## config.mk

```make
export PLATFORM = sky130hd
export DESIGN_NAME = dtm_ctrl
export DESIGN_NICKNAME = d
export VERILOG_FILES = /design/src/common/dtm_pkg.sv /design/src/logic/dtm_ctrl.sv
export SDC_FILE = /design/constraint.sdc
export NUM_CORES = 1
export LEC_CHECK = 0
export BUFFER_PORTS_ARGS = -buffer_cell sky130_fd_sc_hd__buf_2
export CORE_UTILIZATION = 30
export DETAILED_ROUTE_END_ITERATION = 10
export GPL_TIMING_DRIVEN = 0
export PLACE_DENSITY_LB_ADDON = 0.05
export SLEW_MARGIN = 20
export SYNTH_ARGS = -nofsm -noshare
export SYNTH_HDL_FRONTEND = slang
export SYNTH_SLANG_ARGS = --single-unit
```

## constraint.sdc

```tcl
create_clock -name clk_in -period 8.83 [get_ports clk_in]
set_input_delay 1.766 -clock clk_in [delete_from_list [all_inputs] [get_ports clk_in]]
set_output_delay 1.766 -clock clk_in [all_outputs]
set_load 0.005 [all_outputs]
```

## src/common/dtm_pkg.sv

```systemverilog
`default_nettype none

package dtm_pkg;

    // ----------------------------------------------------------------
    // Register byte addresses
    // ----------------------------------------------------------------
    localparam logic [15:0] ADDR_TEST    = 16'h2500;
    localparam logic [15:0] ADDR_LOAD    = 16'h2704;
    localparam logic [15:0] ADDR_RES_HI  = 16'h2881;
    localparam logic [15:0] ADDR_RES_LO  = 16'h2882;
    localparam logic [15:0] ADDR_BATT    = 16'h2885;
    localparam logic [15:0] ADDR_CFG     = 16'h28A0;
    localparam logic [15:0] ADDR_TRIG    = 16'h28B4;

    // ----------------------------------------------------------------
    // Field positions and reset values
    // ----------------------------------------------------------------
    localparam int          BIT_LOAD     = 3;
    localparam int          BIT_TRIG     = 6;
    localparam int          BIT_BUSY     = 3;
    localparam logic [2:0]  PER_MANUAL   = 3'h0;
    localparam logic [2:0]  PER_CONT     = 3'h7;
    localparam logic [3:0]  PER_EXP_BASE = 4'h3;
    localparam logic [1:0]  TEST_RST     = 2'h0;
    localparam logic [1:0]  TEST_NORMAL  = 2'h0;

    // ----------------------------------------------------------------
    // Timing: configuration byte commit time
    // ----------------------------------------------------------------
    localparam int          CLK_PERIOD_PS  = 4000;
    localparam longint      COMMIT_TIME_NS = 6000000;
    localparam int          COMMIT_CYCLES  = int'((COMMIT_TIME_NS * 1000) / CLK_PERIOD_PS);

    // ----------------------------------------------------------------
    // Types
    // ----------------------------------------------------------------
    typedef enum logic [1:0]
    {
        DTM_MODE_MISSION  = 2'h0,
        DTM_MODE_BROWNOUT = 2'h1,
        DTM_MODE_DISPLAY  = 2'h2,
        DTM_MODE_SLEEP    = 2'h3
    } dtm_mode_t;

    typedef enum logic [2:0]
    {
        DTM_IDLE = 3'b001,
        DTM_TEMP = 3'b010,
        DTM_BATT = 3'b100
    } dtm_state_t;

    // Configuration byte layout, msb first
    typedef struct packed
    {
        logic       battery_source_select;
        logic       sensor_supply_select;
        logic       comp_enable;
        logic       battery_measure_enable;
        logic       busy_slot;
        logic [2:0] sense_interval_select;
    } dtm_cfg_t;

    localparam dtm_cfg_t CFG_RST = '0;

    // Sensor answer carried across from the analog side
    typedef struct packed
    {
        logic        done;
        logic [10:0] thermal;
        logic [7:0]  battery;
    } dtm_sense_t;

endpackage

`default_nettype wire

```

## src/logic/dtm_ctrl.sv

```systemverilog
`timescale 1ns/10ps
`default_nettype none

module dtm_ctrl
#(
    parameter int COMMIT_CYCLES = dtm_pkg::COMMIT_CYCLES
)
(
    input  wire logic              clk_in,
    input  wire logic              rst_in,
    input  wire logic [15:0]       io_addr_in,
    input  wire logic              io_wr_in,
    input  wire logic [7:0]        io_wdata_in,
    output logic      [7:0]        io_rdata_out,
    input  wire logic [1:0]        power_mode_in,
    input  wire logic              sec_tick_in,
    input  wire logic              sense_done_in,
    input  wire logic [10:0]       sense_thermal_in,
    input  wire logic [7:0]        sense_battery_in,
    output logic                   sense_temp_run_out,
    output logic                   sense_batt_run_out,
    output logic                   osc_run_out,
    output logic [1:0]             osc_test_out,
    output logic                   supply_main_out,
    output logic                   battery_main_out,
    output logic                   battery_load_out
);

    // ----------------------------------------------------------------
    // Sensor input synchronisers
    // ----------------------------------------------------------------
    dtm_pkg::dtm_sense_t sense_raw;
    dtm_pkg::dtm_sense_t sense_s1_q;
    dtm_pkg::dtm_sense_t sense_s2_q;
    logic                done_prev_q;
    logic                done_rise;

    assign sense_raw = '{done: sense_done_in, thermal: sense_thermal_in, battery: sense_battery_in};

    always_ff @(posedge clk_in)
    begin
        if (rst_in)
        begin
            sense_s1_q  <= '0;
            sense_s2_q  <= '0;
            done_prev_q <= 1'b0;
        end
        else
        begin
            sense_s1_q  <= sense_raw;
            sense_s2_q  <= sense_s1_q;
            done_prev_q <= sense_s2_q.done;
        end
    end

    assign done_rise = sense_s2_q.done & ~done_prev_q;

    // ----------------------------------------------------------------
    // Mode decode and register writes
    // ----------------------------------------------------------------
    dtm_pkg::dtm_mode_t  mode;
    dtm_pkg::dtm_state_t state_q;
    dtm_pkg::dtm_state_t state_d;
    dtm_pkg::dtm_cfg_t   cfg_q;
    dtm_pkg::dtm_cfg_t   cfg_pend_q;
    logic                asleep;
    logic                busy_q;
    logic [31:0]         busy_cnt_q;
    logic                wr_cfg;
    logic                wr_trig;
    logic                trig_q;
    logic                meas_end;
    logic [1:0]          test_q;
    logic                load_q;

    assign mode     = dtm_pkg::dtm_mode_t'(power_mode_in);
    assign asleep   = (mode == dtm_pkg::DTM_MODE_SLEEP) || (mode == dtm_pkg::DTM_MODE_DISPLAY);
    assign wr_cfg   = io_wr_in && (io_addr_in == dtm_pkg::ADDR_CFG) && !busy_q;
    assign wr_trig  = io_wr_in && (io_addr_in == dtm_pkg::ADDR_TRIG) && io_wdata_in[dtm_pkg::BIT_TRIG]
                      && (cfg_q.sense_interval_select == dtm_pkg::PER_MANUAL) && !asleep;
    assign meas_end = done_rise && ((state_q == dtm_pkg::DTM_BATT) ||
                      ((state_q == dtm_pkg::DTM_TEMP) && !cfg_q.battery_measure_enable));

    // Commit of the configuration byte takes the full busy window, then lands
    always_ff @(posedge clk_in)
    begin
        if (rst_in)
        begin
            cfg_q      <= dtm_pkg::CFG_RST;
            cfg_pend_q <= dtm_pkg::CFG_RST;
            busy_q     <= 1'b0;
            busy_cnt_q <= '0;
        end
        else if (wr_cfg)
        begin
            cfg_pend_q <= dtm_pkg::dtm_cfg_t'(io_wdata_in);
            busy_q     <= 1'b1;
            busy_cnt_q <= '0;
        end
        else if (busy_q)
        begin
            busy_cnt_q <= busy_cnt_q + 32'h00000001;
            if (busy_cnt_q == 32'(COMMIT_CYCLES - 1))
            begin
                busy_q <= 1'b0;
                cfg_q  <= cfg_pend_q;
            end
        end
    end

    // Set wins over the completion clear
    always_ff @(posedge clk_in)
    begin
        if (rst_in)
            trig_q <= 1'b0;
        else if (wr_trig)
            trig_q <= 1'b1;
        else if (meas_end)
            trig_q <= 1'b0;
    end

    always_ff @(posedge clk_in)
    begin
        if (rst_in)
        begin
            test_q <= dtm_pkg::TEST_RST;
            load_q <= 1'b0;
        end
        else if (io_wr_in && io_addr_in == dtm_pkg::ADDR_TEST)
        begin
            test_q <= io_wdata_in[1:0];
        end
        else if (io_wr_in && io_addr_in == dtm_pkg::ADDR_LOAD)
        begin
            load_q <= io_wdata_in[dtm_pkg::BIT_LOAD];
        end
    end

    // ----------------------------------------------------------------
    // Interval timer on the always-on second tick
    // ----------------------------------------------------------------
    logic [9:0] sec_cnt_q;
    logic [9:0] period_m1;
    logic       auto_pend_q;
    logic       periodic;

    assign periodic  = (cfg_q.sense_interval_select != dtm_pkg::PER_MANUAL) &&
                       (cfg_q.sense_interval_select != dtm_pkg::PER_CONT);
    assign period_m1 = 10'((11'h001 << (dtm_pkg::PER_EXP_BASE + 4'(cfg_q.sense_interval_select))) - 11'h001);

    always_ff @(posedge clk_in)
    begin
        if (rst_in || !periodic)
        begin
            sec_cnt_q   <= '0;
            auto_pend_q <= 1'b0;
        end
        else if (sec_tick_in && sec_cnt_q == period_m1)
        begin
            sec_cnt_q   <= '0;
            auto_pend_q <= 1'b1;
        end
        else
        begin
            if (sec_tick_in)
            begin
                sec_cnt_q <= sec_cnt_q + 10'h001;
            end
            if (state_q == dtm_pkg::DTM_IDLE)
            begin
                auto_pend_q <= 1'b0;
            end
        end
    end

    // ----------------------------------------------------------------
    // Measurement sequencer
    // ----------------------------------------------------------------
    logic start_req;

    // Any power mode: the sequencer needs no processor activity
    assign start_req = trig_q || auto_pend_q ||
                       (cfg_q.sense_interval_select == dtm_pkg::PER_CONT);

    always_comb
    begin
        state_d = state_q;
        unique case (state_q)
            dtm_pkg::DTM_IDLE:
                if (start_req)
                    state_d = dtm_pkg::DTM_TEMP;
            dtm_pkg::DTM_TEMP:
                if (done_rise)
                    state_d = cfg_q.battery_measure_enable ? dtm_pkg::DTM_BATT : dtm_pkg::DTM_IDLE;
            dtm_pkg::DTM_BATT:
                if (done_rise)
                    state_d = dtm_pkg::DTM_IDLE;
            default:
                state_d = dtm_pkg::DTM_IDLE;
        endcase
    end

    always_ff @(posedge clk_in)
    begin
        if (rst_in)
            state_q <= dtm_pkg::DTM_IDLE;
        else
            state_q <= state_d;
    end

    // ----------------------------------------------------------------
    // Results
    // ----------------------------------------------------------------
    logic [10:0] thermal_q;
    logic [7:0]  battery_q;

    always_ff @(posedge clk_in)
    begin
        if (rst_in)
        begin
            thermal_q <= '0;
            battery_q <= '0;
        end
        else if (done_rise && state_q == dtm_pkg::DTM_TEMP)
            thermal_q <= sense_s2_q.thermal;
        else if (done_rise && state_q == dtm_pkg::DTM_BATT)
            battery_q <= sense_s2_q.battery;
    end

    // ----------------------------------------------------------------
    // Read data and analog controls
    // ----------------------------------------------------------------
    logic [7:0] rdata_d;

    always_comb
    begin
        rdata_d = 8'h00;
        unique case (io_addr_in)
            dtm_pkg::ADDR_RES_HI: rdata_d = thermal_q[10:3];
            dtm_pkg::ADDR_RES_LO: rdata_d = {thermal_q[2:0], 5'h00};
            dtm_pkg::ADDR_BATT:   rdata_d = battery_q;
            dtm_pkg::ADDR_CFG:    rdata_d = {cfg_q[7:4], busy_q, cfg_q.sense_interval_select};
            dtm_pkg::ADDR_TRIG:   rdata_d = {1'b0, trig_q, 6'h00};
            dtm_pkg::ADDR_TEST:   rdata_d = {6'h00, test_q};
            dtm_pkg::ADDR_LOAD:   rdata_d = {4'h0, load_q, 3'h0};
            default:              rdata_d = 8'h00;
        endcase
    end

    // Main supply and load decisions follow the mode each cycle, not the write
    always_ff @(posedge clk_in)
    begin
        if (rst_in)
        begin
            io_rdata_out       <= 8'h00;
            sense_temp_run_out <= 1'b0;
            sense_batt_run_out <= 1'b0;
            osc_run_out        <= 1'b0;
            osc_test_out       <= dtm_pkg::TEST_RST;
            supply_main_out    <= 1'b0;
            battery_main_out   <= 1'b0;
            battery_load_out   <= 1'b0;
        end
        else
        begin
            io_rdata_out       <= rdata_d;
            sense_temp_run_out <= (state_d == dtm_pkg::DTM_TEMP);
            sense_batt_run_out <= (state_d == dtm_pkg::DTM_BATT);
            osc_run_out        <= (state_d != dtm_pkg::DTM_IDLE) || (test_q != dtm_pkg::TEST_NORMAL);
            osc_test_out       <= test_q;
            supply_main_out    <= cfg_q.sensor_supply_select && !asleep;
            battery_main_out   <= cfg_q.battery_source_select;
            battery_load_out   <= load_q && (mode == dtm_pkg::DTM_MODE_MISSION);
        end
    end
endmodule

`default_nettype wire

```

==> summary.txt, run 1 <==
Status
  • Outcome: completed

Finish
  • Final nets: 760
  • Diodes inserted: 0
  • Fill cells: 1,963
  • Commonest cells after routing, fill and taps aside: dfxtp_1, nor2_1, buf_2
  • Share of cells above drive strength 1: 16.99%
  • Commonest non-fill, non-tap cell in the layout: dfxtp_1
  • Area grow syn2layout: 20.88%
  • Final std cells w/o fill: 978
  • Final core utilization: 37.27%
  • Post-route design area: 7018 um^2

Clock tree
  • Cts-stage hold buffer count: 0
  • CTS Buf Count: 17
  • TritonCTS clock tree: built
  • Clock sinks: 141
  • Post-CTS Resized: 0
  • CTS Buffer Depth: 2
  • Htree depth: 4
  • Worst-skew pair later-pin latency: 0.42 ns
  • Worst-path clk slew: 0.07 ns
  • Root Driver: clkbuf_16
  • Setup bufs post-CTS: 0

Routing
  • WL/cell: 14.28 um
  • Total number of vias: 4,485
  • DR vias/cell: 4.586
  • DRC: 0
  • Routed Antenna Nets: 0
  • Iter 0 DRT Violations: 180
  • DR pass1 iterations: 4
  • Routed WL: 13,970 um

Floorplan
  • Top-Level Pins: 66
  • Die W: 141.1 um
  • Core area: 18,830 um^2
  • Die area: 19,910 um^2
  • Site Rows: 50
  • Die H: 141.1 um
  • Initial core utilization: 30.83%

Global route
  • Largest net degree at the start of global routing: 17
  • Met3 global-route usage: 3.635%
  • Met1 Use GR: 18.34%
  • Initial antenna violation count: 0
  • Gr busiest metal: met2
  • Met2 Use GR: 25.01%
  • GRT Overall Usage: 14.91%
  • Vias in the first global route: 4,369
  • First-pass GRT wire length: 22,730 um
  • GRT overflow: 0

Pwr
  • Power per cell area: 196.2 nW/um^2
  • Leak Pwr: 2.539 nW
  • Peak supply drop: 117.1 uV

Placed design
  • Pre-CTS WS: 4.564 ns
  • PortBufs: 63
  • Routability cong.: 0.7923
  • Placed Area: 6446 um^2
  • Dpl cells: 946
  • Final HPWL DP: 10,270 um

Synthesis
  • Async SR Flop Fraction: 0%
  • Post-synth EDFFs: 0
  • Netlist Area Pre-Place: 5806 um^2
  • Leading area contributor after synthesis: dfxtp_1
  • Cell variety after synth: 60
  • Syn Nets: 678
  • Synth area leaders: dfxtp_1, nor2b_1, nor2_1, xor2_1, mux2i_1
  • Post-Synthesis Cells: 623
  • Syn avg cell area: 9.319 um^2
  • Register area share after synthesis: 48.62%
  • Share of the synthesized area in the top cell type: 48.62%
  • Yosys warns: 0
  • Synthesis-stage register bit count: 141
  • Most used DFF post-synth: dfxtp_1

Worst hold path
  • Hold depth: 2
  • Hold WC Path Type: flop to flop
  • Worst Hold End: thermal_q[9]
  • Hold Crit Start: sense_s2_q[17]

Critical path
  • Slowest cell on crit path: or4b_2
  • Crit path arrival time: 4.36 ns
  • Kind of critical path: flop to flop
  • Critical-path maximum fanout: 10
  • Worst r2r path cells: 12
  • Nature of the critical path endpoint: flop
  • Worst Path Required: 9.12 ns
  • Setup slack, reg-to-reg: 4.76 ns
  • Crit path largest cell delay: 0.65 ns
  • Top delay family on crit path: simple AND/OR/NAND/NOR gates
  • Crit-path cells: clkbuf_1 -> nor2_1 -> ha_1 -> clkbuf_1 -> or4b_2 -> ha_1 -> o21ai_0 -> a21oi_1 -> mux2_2 -> nor4_1 -> buf_2 -> nor3_1
  • FF-to-FF End: sec_cnt_q[1]
  • Critical R2R Launch: cfg_q[1]
  • Critical Path Start Type: flop
  • CP bufs+invs: 3

Timing
  • Final Worst Setup Slack: 4.755 ns
  • Final min period: 4.075 ns
  • Worst clock skew: 0.008866 ns
  • RSZ-0062 raised after global routing: no
  • TNS Setup: 0 ns
  • Max-slew violations: 0
  • Final setup violation count: 0
  • Final Hold Viols: 0
  • Slew headroom: 38.92%
  • Max Fclk: 245.4 MHz
  • Tcrit/Tclk final: 46.15%
  • Worst-Margin Slew: 0.9112 ns

Job
  • Max-cap violation count: 0
==> flip-flops by register name, indices dropped and copies added (netlist names) <==
| register | count |
|---|---|
| busy_cnt_q | 32 |
| sense_s1_q | 20 |
| sense_s2_q | 20 |
| thermal_q | 11 |
| sec_cnt_q | 10 |
| battery_q | 8 |
| io_rdata_out | 8 |
| cfg_pend_q | 7 |
| cfg_q | 7 |
| state_q | 3 |
| osc_test_out | 2 |
| test_q | 2 |
| auto_pend_q | 1 |
| battery_load_out | 1 |
| battery_main_out | 1 |
| busy_q | 1 |
| done_prev_q | 1 |
| load_q | 1 |
| osc_run_out | 1 |
| sense_batt_run_out | 1 |
| sense_temp_run_out | 1 |
| supply_main_out | 1 |
| trig_q | 1 |
==> how the worst max path moves through the flow <==
stage,cells after the start,slack (ns),from,endpoint
3_5_place_dp,10,4.56,io_addr_in[6],busy_cnt_q[8]
4_1_cts,12,4.76,cfg_q[1],sec_cnt_q[1]
2_1_floorplan,10,5.12,io_addr_in[9],busy_cnt_q[5]
6_report,12,4.76,cfg_q[1],sec_cnt_q[1]
5_1_grt,12,4.49,cfg_q[1],sec_cnt_q[2]
3_3_place_gp,10,4.56,io_addr_in[6],busy_cnt_q[8]
==> report_power, final <==
group / switching (W) / leakage [nW] / total [W] / internal [W]
sequential: 0.00000196 / 1.14 / 0.000646 / 0.000644
combinational: 0.0000225 / 1.11 / 0.0000400 / 0.0000176
clock: 0.000314 / 0.287 / 0.000690 / 0.000376
total: 0.000339 / 2.54 / 0.00138 / 0.00104
==> synth_stat cells (all sizes together) (5+ instances only) <==
cell type and count:
dfxtp 141, nor2 81, nand2 49, nor2b 48, xor2 30, a21oi 27
clkbuf 26, mux2i 25, nand3 23, nor3 22, xnor2 19, and3 14
a22oi 11, nand4 10, buf 8, nor4 7, nor4b 7, o21ai 7
ha 5, nand3b 5, nor3b 5
==> worst min-delay path, stage by stage, from the launching register on <==
cell and delay, ns:
dfxtp_1 0.30, nand2_1 0.05, a21oi_1 0.05
==> logic make-up (layout without fill, tap and decap cells) <==
kind of cell / count (synthesis) / after routing / share of synthesized area [%]
mux: 27 / 27 / 4.698
simple gates: 296 / 296 / 27.54
flops: 141 / 141 / 48.62
fa+ha+maj: 5 / 5 / 1.078
xor+xnor: 49 / 49 / 7.392
compound gates: 67 / 67 / 7.457
buf+inv: 38 / 133 / 3.211
==> per-stage QoR <==
step | hold slack [ns] | power [W]
6_report | 0.4366 | 0.001377
5_1_grt | 0.4563 | 0.001434
4_1_cts | 0.4352 | 0.001398
3_5_place_dp | 0.4239 | 0.0007023
3_3_place_gp | 0.4230 | 0.0007016
2_1_floorplan | 0.4138 | 0.0006806
==> metal layers <==
layer,share of wire (%),vias up
met2,49,64
met4,1.1,0
li1,-,2315
met3,3.3,12
met5,0,-
met1,47,2094
==> area by class of cell <==
cell class / count / area, um^2 / share of cell area (%)
sequential: 141 / 2823 / 40.22
multi-input combinational: 444 / 2796 / 39.85
clock buffer: 17 / 425.4 / 6.062
tap: 260 / 325.3 / 4.635
timing repair buffer: 63 / 315.3 / 4.493
buffer: 34 / 171.4 / 2.442
clock inverter: 15 / 146.4 / 2.086
inverter: 4 / 15.01 / 0.2139
Note: power is estimated with default switching activity, not from simulation.
==> run 2: changes to the inputs <==
- ABC_AREA: unset -> 1
- clock period: 8.83 -> 3.8 ns (I/O delays scaled with it)
==> run 2 against run 1 <==
  * Non-clock buffer count fell by 14
  * Count of clock-buffer cells in the layout grew 2
  * Die area up 5.2%
  * Wire length up 9.8%
  * Sequential power grew 130%
  * Cell count is 23% higher
  * Global-route usage grew 0.92 points
  * Combinational power increased to 2.6 times the previous value
  * Largest cell class unchanged
==> summary.txt, run 2 <==
Job
  • Max-cap violation count: 0 (unchanged)

Timing
  • Max Fclk: 342.9 MHz (+40%)
  • Slew headroom: 49.62% (+11 points)
  • Hold WS: 0.3944 ns (-0.04217 ns)
  • Final setup violation count: 0 (unchanged)
  • Worst clock skew: 0.01084 ns (+0.001973 ns)
  • Worst-Margin Slew: 0.7506 ns (-0.1606 ns)
  • Max-slew violations: 0 (unchanged)
  • RSZ-0062 raised after global routing: no
  • Final Hold Viols: 0 (unchanged)
  • TNS Setup: 0 ns (unchanged)
  • Tcrit/Tclk final: 76.75% (+31 points)
  • Final min period: 2.917 ns (-1.158 ns)

Global route
  • Largest net degree at the start of global routing: 17 (unchanged)
  • Vias in the first global route: 4,878 (+12%)
  • First-pass GRT wire length: 25,010 um (+10%)
  • GRT overflow: 0 (unchanged)
  • GRT Overall Usage: 15.84% (+0.92 points)
  • Initial antenna violation count: 0 (unchanged)

Clock tree
  • Worst-path clk slew: 0.07 ns (about the same)
  • Setup bufs post-CTS: 0 (unchanged)
  • Worst-skew pair later-pin latency: 0.42 ns (about the same)
  • TritonCTS clock tree: built
  • CTS Buf Count: 17 (unchanged)
  • Clock sinks: 141 (unchanged)
  • Post-CTS Resized: 0 (unchanged)
  • Root Driver: clkbuf_16
  • Htree depth: 4 (unchanged)
  • CTS Buffer Depth: 2 (unchanged)
  • Cts-stage hold buffer count: 0 (unchanged)

Synthesis
  • Share of the synthesized area in the top cell type: 46.17% (-2.4 points)
  • Post-synth EDFFs: 0 (unchanged)
  • Netlist Area Pre-Place: 6113 um^2 (+5.3%)
  • Leading area contributor after synthesis: dfxtp_1
  • Most numerous cell in the Yosys netlist: nor2_1
  • Cell variety after synth: 42 (-30%)
  • Most used DFF post-synth: dfxtp_1
  • Yosys warns: 0 (unchanged)
  • Syn Nets: 897 (+32%)
  • Synthesis-stage register bit count: 141 (unchanged)
  • Register area share after synthesis: 46.17% (-2.4 points)
  • Syn avg cell area: 7.261 um^2 (-22%)
  • Async SR Flop Fraction: 0% (unchanged)
  • Synth area leaders: dfxtp_1, nor2_1, inv_1, nand2_1, xor2_1
  • Post-Synthesis Cells: 842 (+35%)
  • Commonest cells in the synthesized netlist: nor2_1, dfxtp_1, inv_1

Finish
  • Diodes inserted: 0 (unchanged)
  • Largest register FFs: 32 (unchanged)
  • Final nets: 980 (+29%)
  • Fill cells: 2,094 (+6.7%)
  • Reg with most FFs: busy_cnt_q
  • Share of cells above drive strength 1: 13.22% (-3.8 points)
  • Commonest cells after routing, fill and taps aside: nor2_1, dfxtp_1, inv_1
  • Area grow syn2layout: 21.76%
  • Commonest non-fill, non-tap cell in the layout: nor2_1
  • Biggest regs: busy_cnt_q (32), sense_s1_q (20), sense_s2_q (20)

Placed design
  • Final HPWL DP: 11,650 um (+13%)
  • Routability cong.: 0.7878 (-0.57%)
  • PortBufs: 64 (+1.6%)

Critical path
  • Crit path arrival time: 3.23 ns (-1.13 ns)
  • Critical-path maximum fanout: 10 (unchanged)
  • Critical Path Start Type: flop
  • Worst Path Required: 4.11 ns (-5.01 ns)
  • Nature of the critical path endpoint: flop
  • Kind of critical path: flop to flop

Worst hold path
  • Hold WC Path Type: flop to flop

Floorplan
  • Initial core utilization: 31.00% (+0.17 points)
  • Top-Level Pins: 66 (unchanged)
  • Site Rows: 51 (+2.0%)
  • Core area: 19,720 um^2 (+4.7%)
  • Die area: 20,950 um^2 (+5.2%)
  • Die W: 144.8 um (+2.6%)
  • Die H: 144.8 um (+2.6%)

Pwr
  • Leak Pwr: 3.112 nW (+23%)
  • Peak supply drop: 275.6 uV (+140%)
  • Power per cell area: 474.6 nW/um^2 (+140%)

Routing
  • Routed WL: 15,340 um (+9.8%)
  • DRC: 0 (unchanged)
  • Iter 0 DRT Violations: 196 (+8.9%)
  • Total number of vias: 5,123 (+14%)
  • Routed Antenna Nets: 0 (unchanged)
  • DR vias/cell: 4.259 (-7.1%)
  • WL/cell: 12.75 um (-11%)
  • DR pass1 iterations: 4 (unchanged)

Status
  • Outcome: completed
==> run 2: final timing paths <==
check	start	end	slack (ns)	cells past startpoint
max	cfg_q[2]	sec_cnt_q[9]	0.88	15
min	sense_s1_q[17]	sense_s2_q[17]	0.39	2
max reg2reg	cfg_q[2]	sec_cnt_q[9]	0.88	15
min reg2reg	sense_s1_q[17]	sense_s2_q[17]	0.39	2
==> run 2: power breakdown <==
part	total (W)	internal, W	switching (W)
registers	0.00151	0.00150	0.00000539
clock network	0.00192	0.00122	0.000700
logic	0.000105	0.0000388	0.0000662
==> run 2: cell type report <==
type	count	area, um^2	share of cell area, %
multi-input cells	538	2659	35.72
clock inverters	13	225.2	3.026
plain buffers	19	87.58	1.177
flip-flops and latches	141	2823	37.92
clock buffers	19	452.9	6.085
inverters	144	544.3	7.312
repair buffers	64	320.3	4.303
well taps	265	331.6	4.455
==> run 2: metal layers <==
layer	GRT usage (%)	part of all wire, %	up-vias
li1	-	-	2813
met4	5.762	1.4	0
met2	25.76	46	71
met3	2.962	2.0	17
met5	0	0	-
met1	20.80	50	2222
==> run 2: cell families (layout without fill, tap and decap cells) <==
logic type                 Yosys count  in the layout  share of synthesized area [%]
adders and majority gates            5              5                          1.023
DFF                                141            141                          46.17
AOI/OAI and AO/OA                   98             98                          8.658
muxes                                1              1                         0.1637
xor gates and xnor gates            32             32                          4.585
and+or+nand+nor                    402            402                          29.06
buffers and inverters              163            259                          10.34
==> run 2: metrics by stage <==
| step | worst slack (ns) | std cells | power, W | util [%] | instance area [um^2] |
|---|---|---|---|---|---|
| 6_report | 0.8834 | 1203 | 0.003532 | 37.75 | 7443 |
| 4_1_cts | 0.8466 | 1203 | 0.003574 | 37.75 | 7443 |
| 3_3_place_gp | 0.7603 | 1171 | 0.001647 | 34.31 | 6765 |
| 5_1_grt | 0.5879 | 1203 | 0.003652 | 37.75 | 7443 |
| 2_1_floorplan | 1.443 | 842 | 0.001592 | - | 6113 |
| 3_5_place_dp | 0.8703 | 1171 | 0.001647 | 34.31 | 6765 |
==> run 2: critical path, cell delays in order (launching register included) <==
cell	delay (ns)
dfxtp_1	0.50
inv_2	0.17
ha_1	0.38
nor2_1	0.19
nand2_2	0.11
ha_1	0.34
nand2_1	0.08
nand2_1	0.04
nor2_1	0.08
nand2_1	0.05
nor2_1	0.07
nand2_1	0.06
nor2_1	0.21
nand3_2	0.14
o21ai_4	0.30
nor2_1	0.07
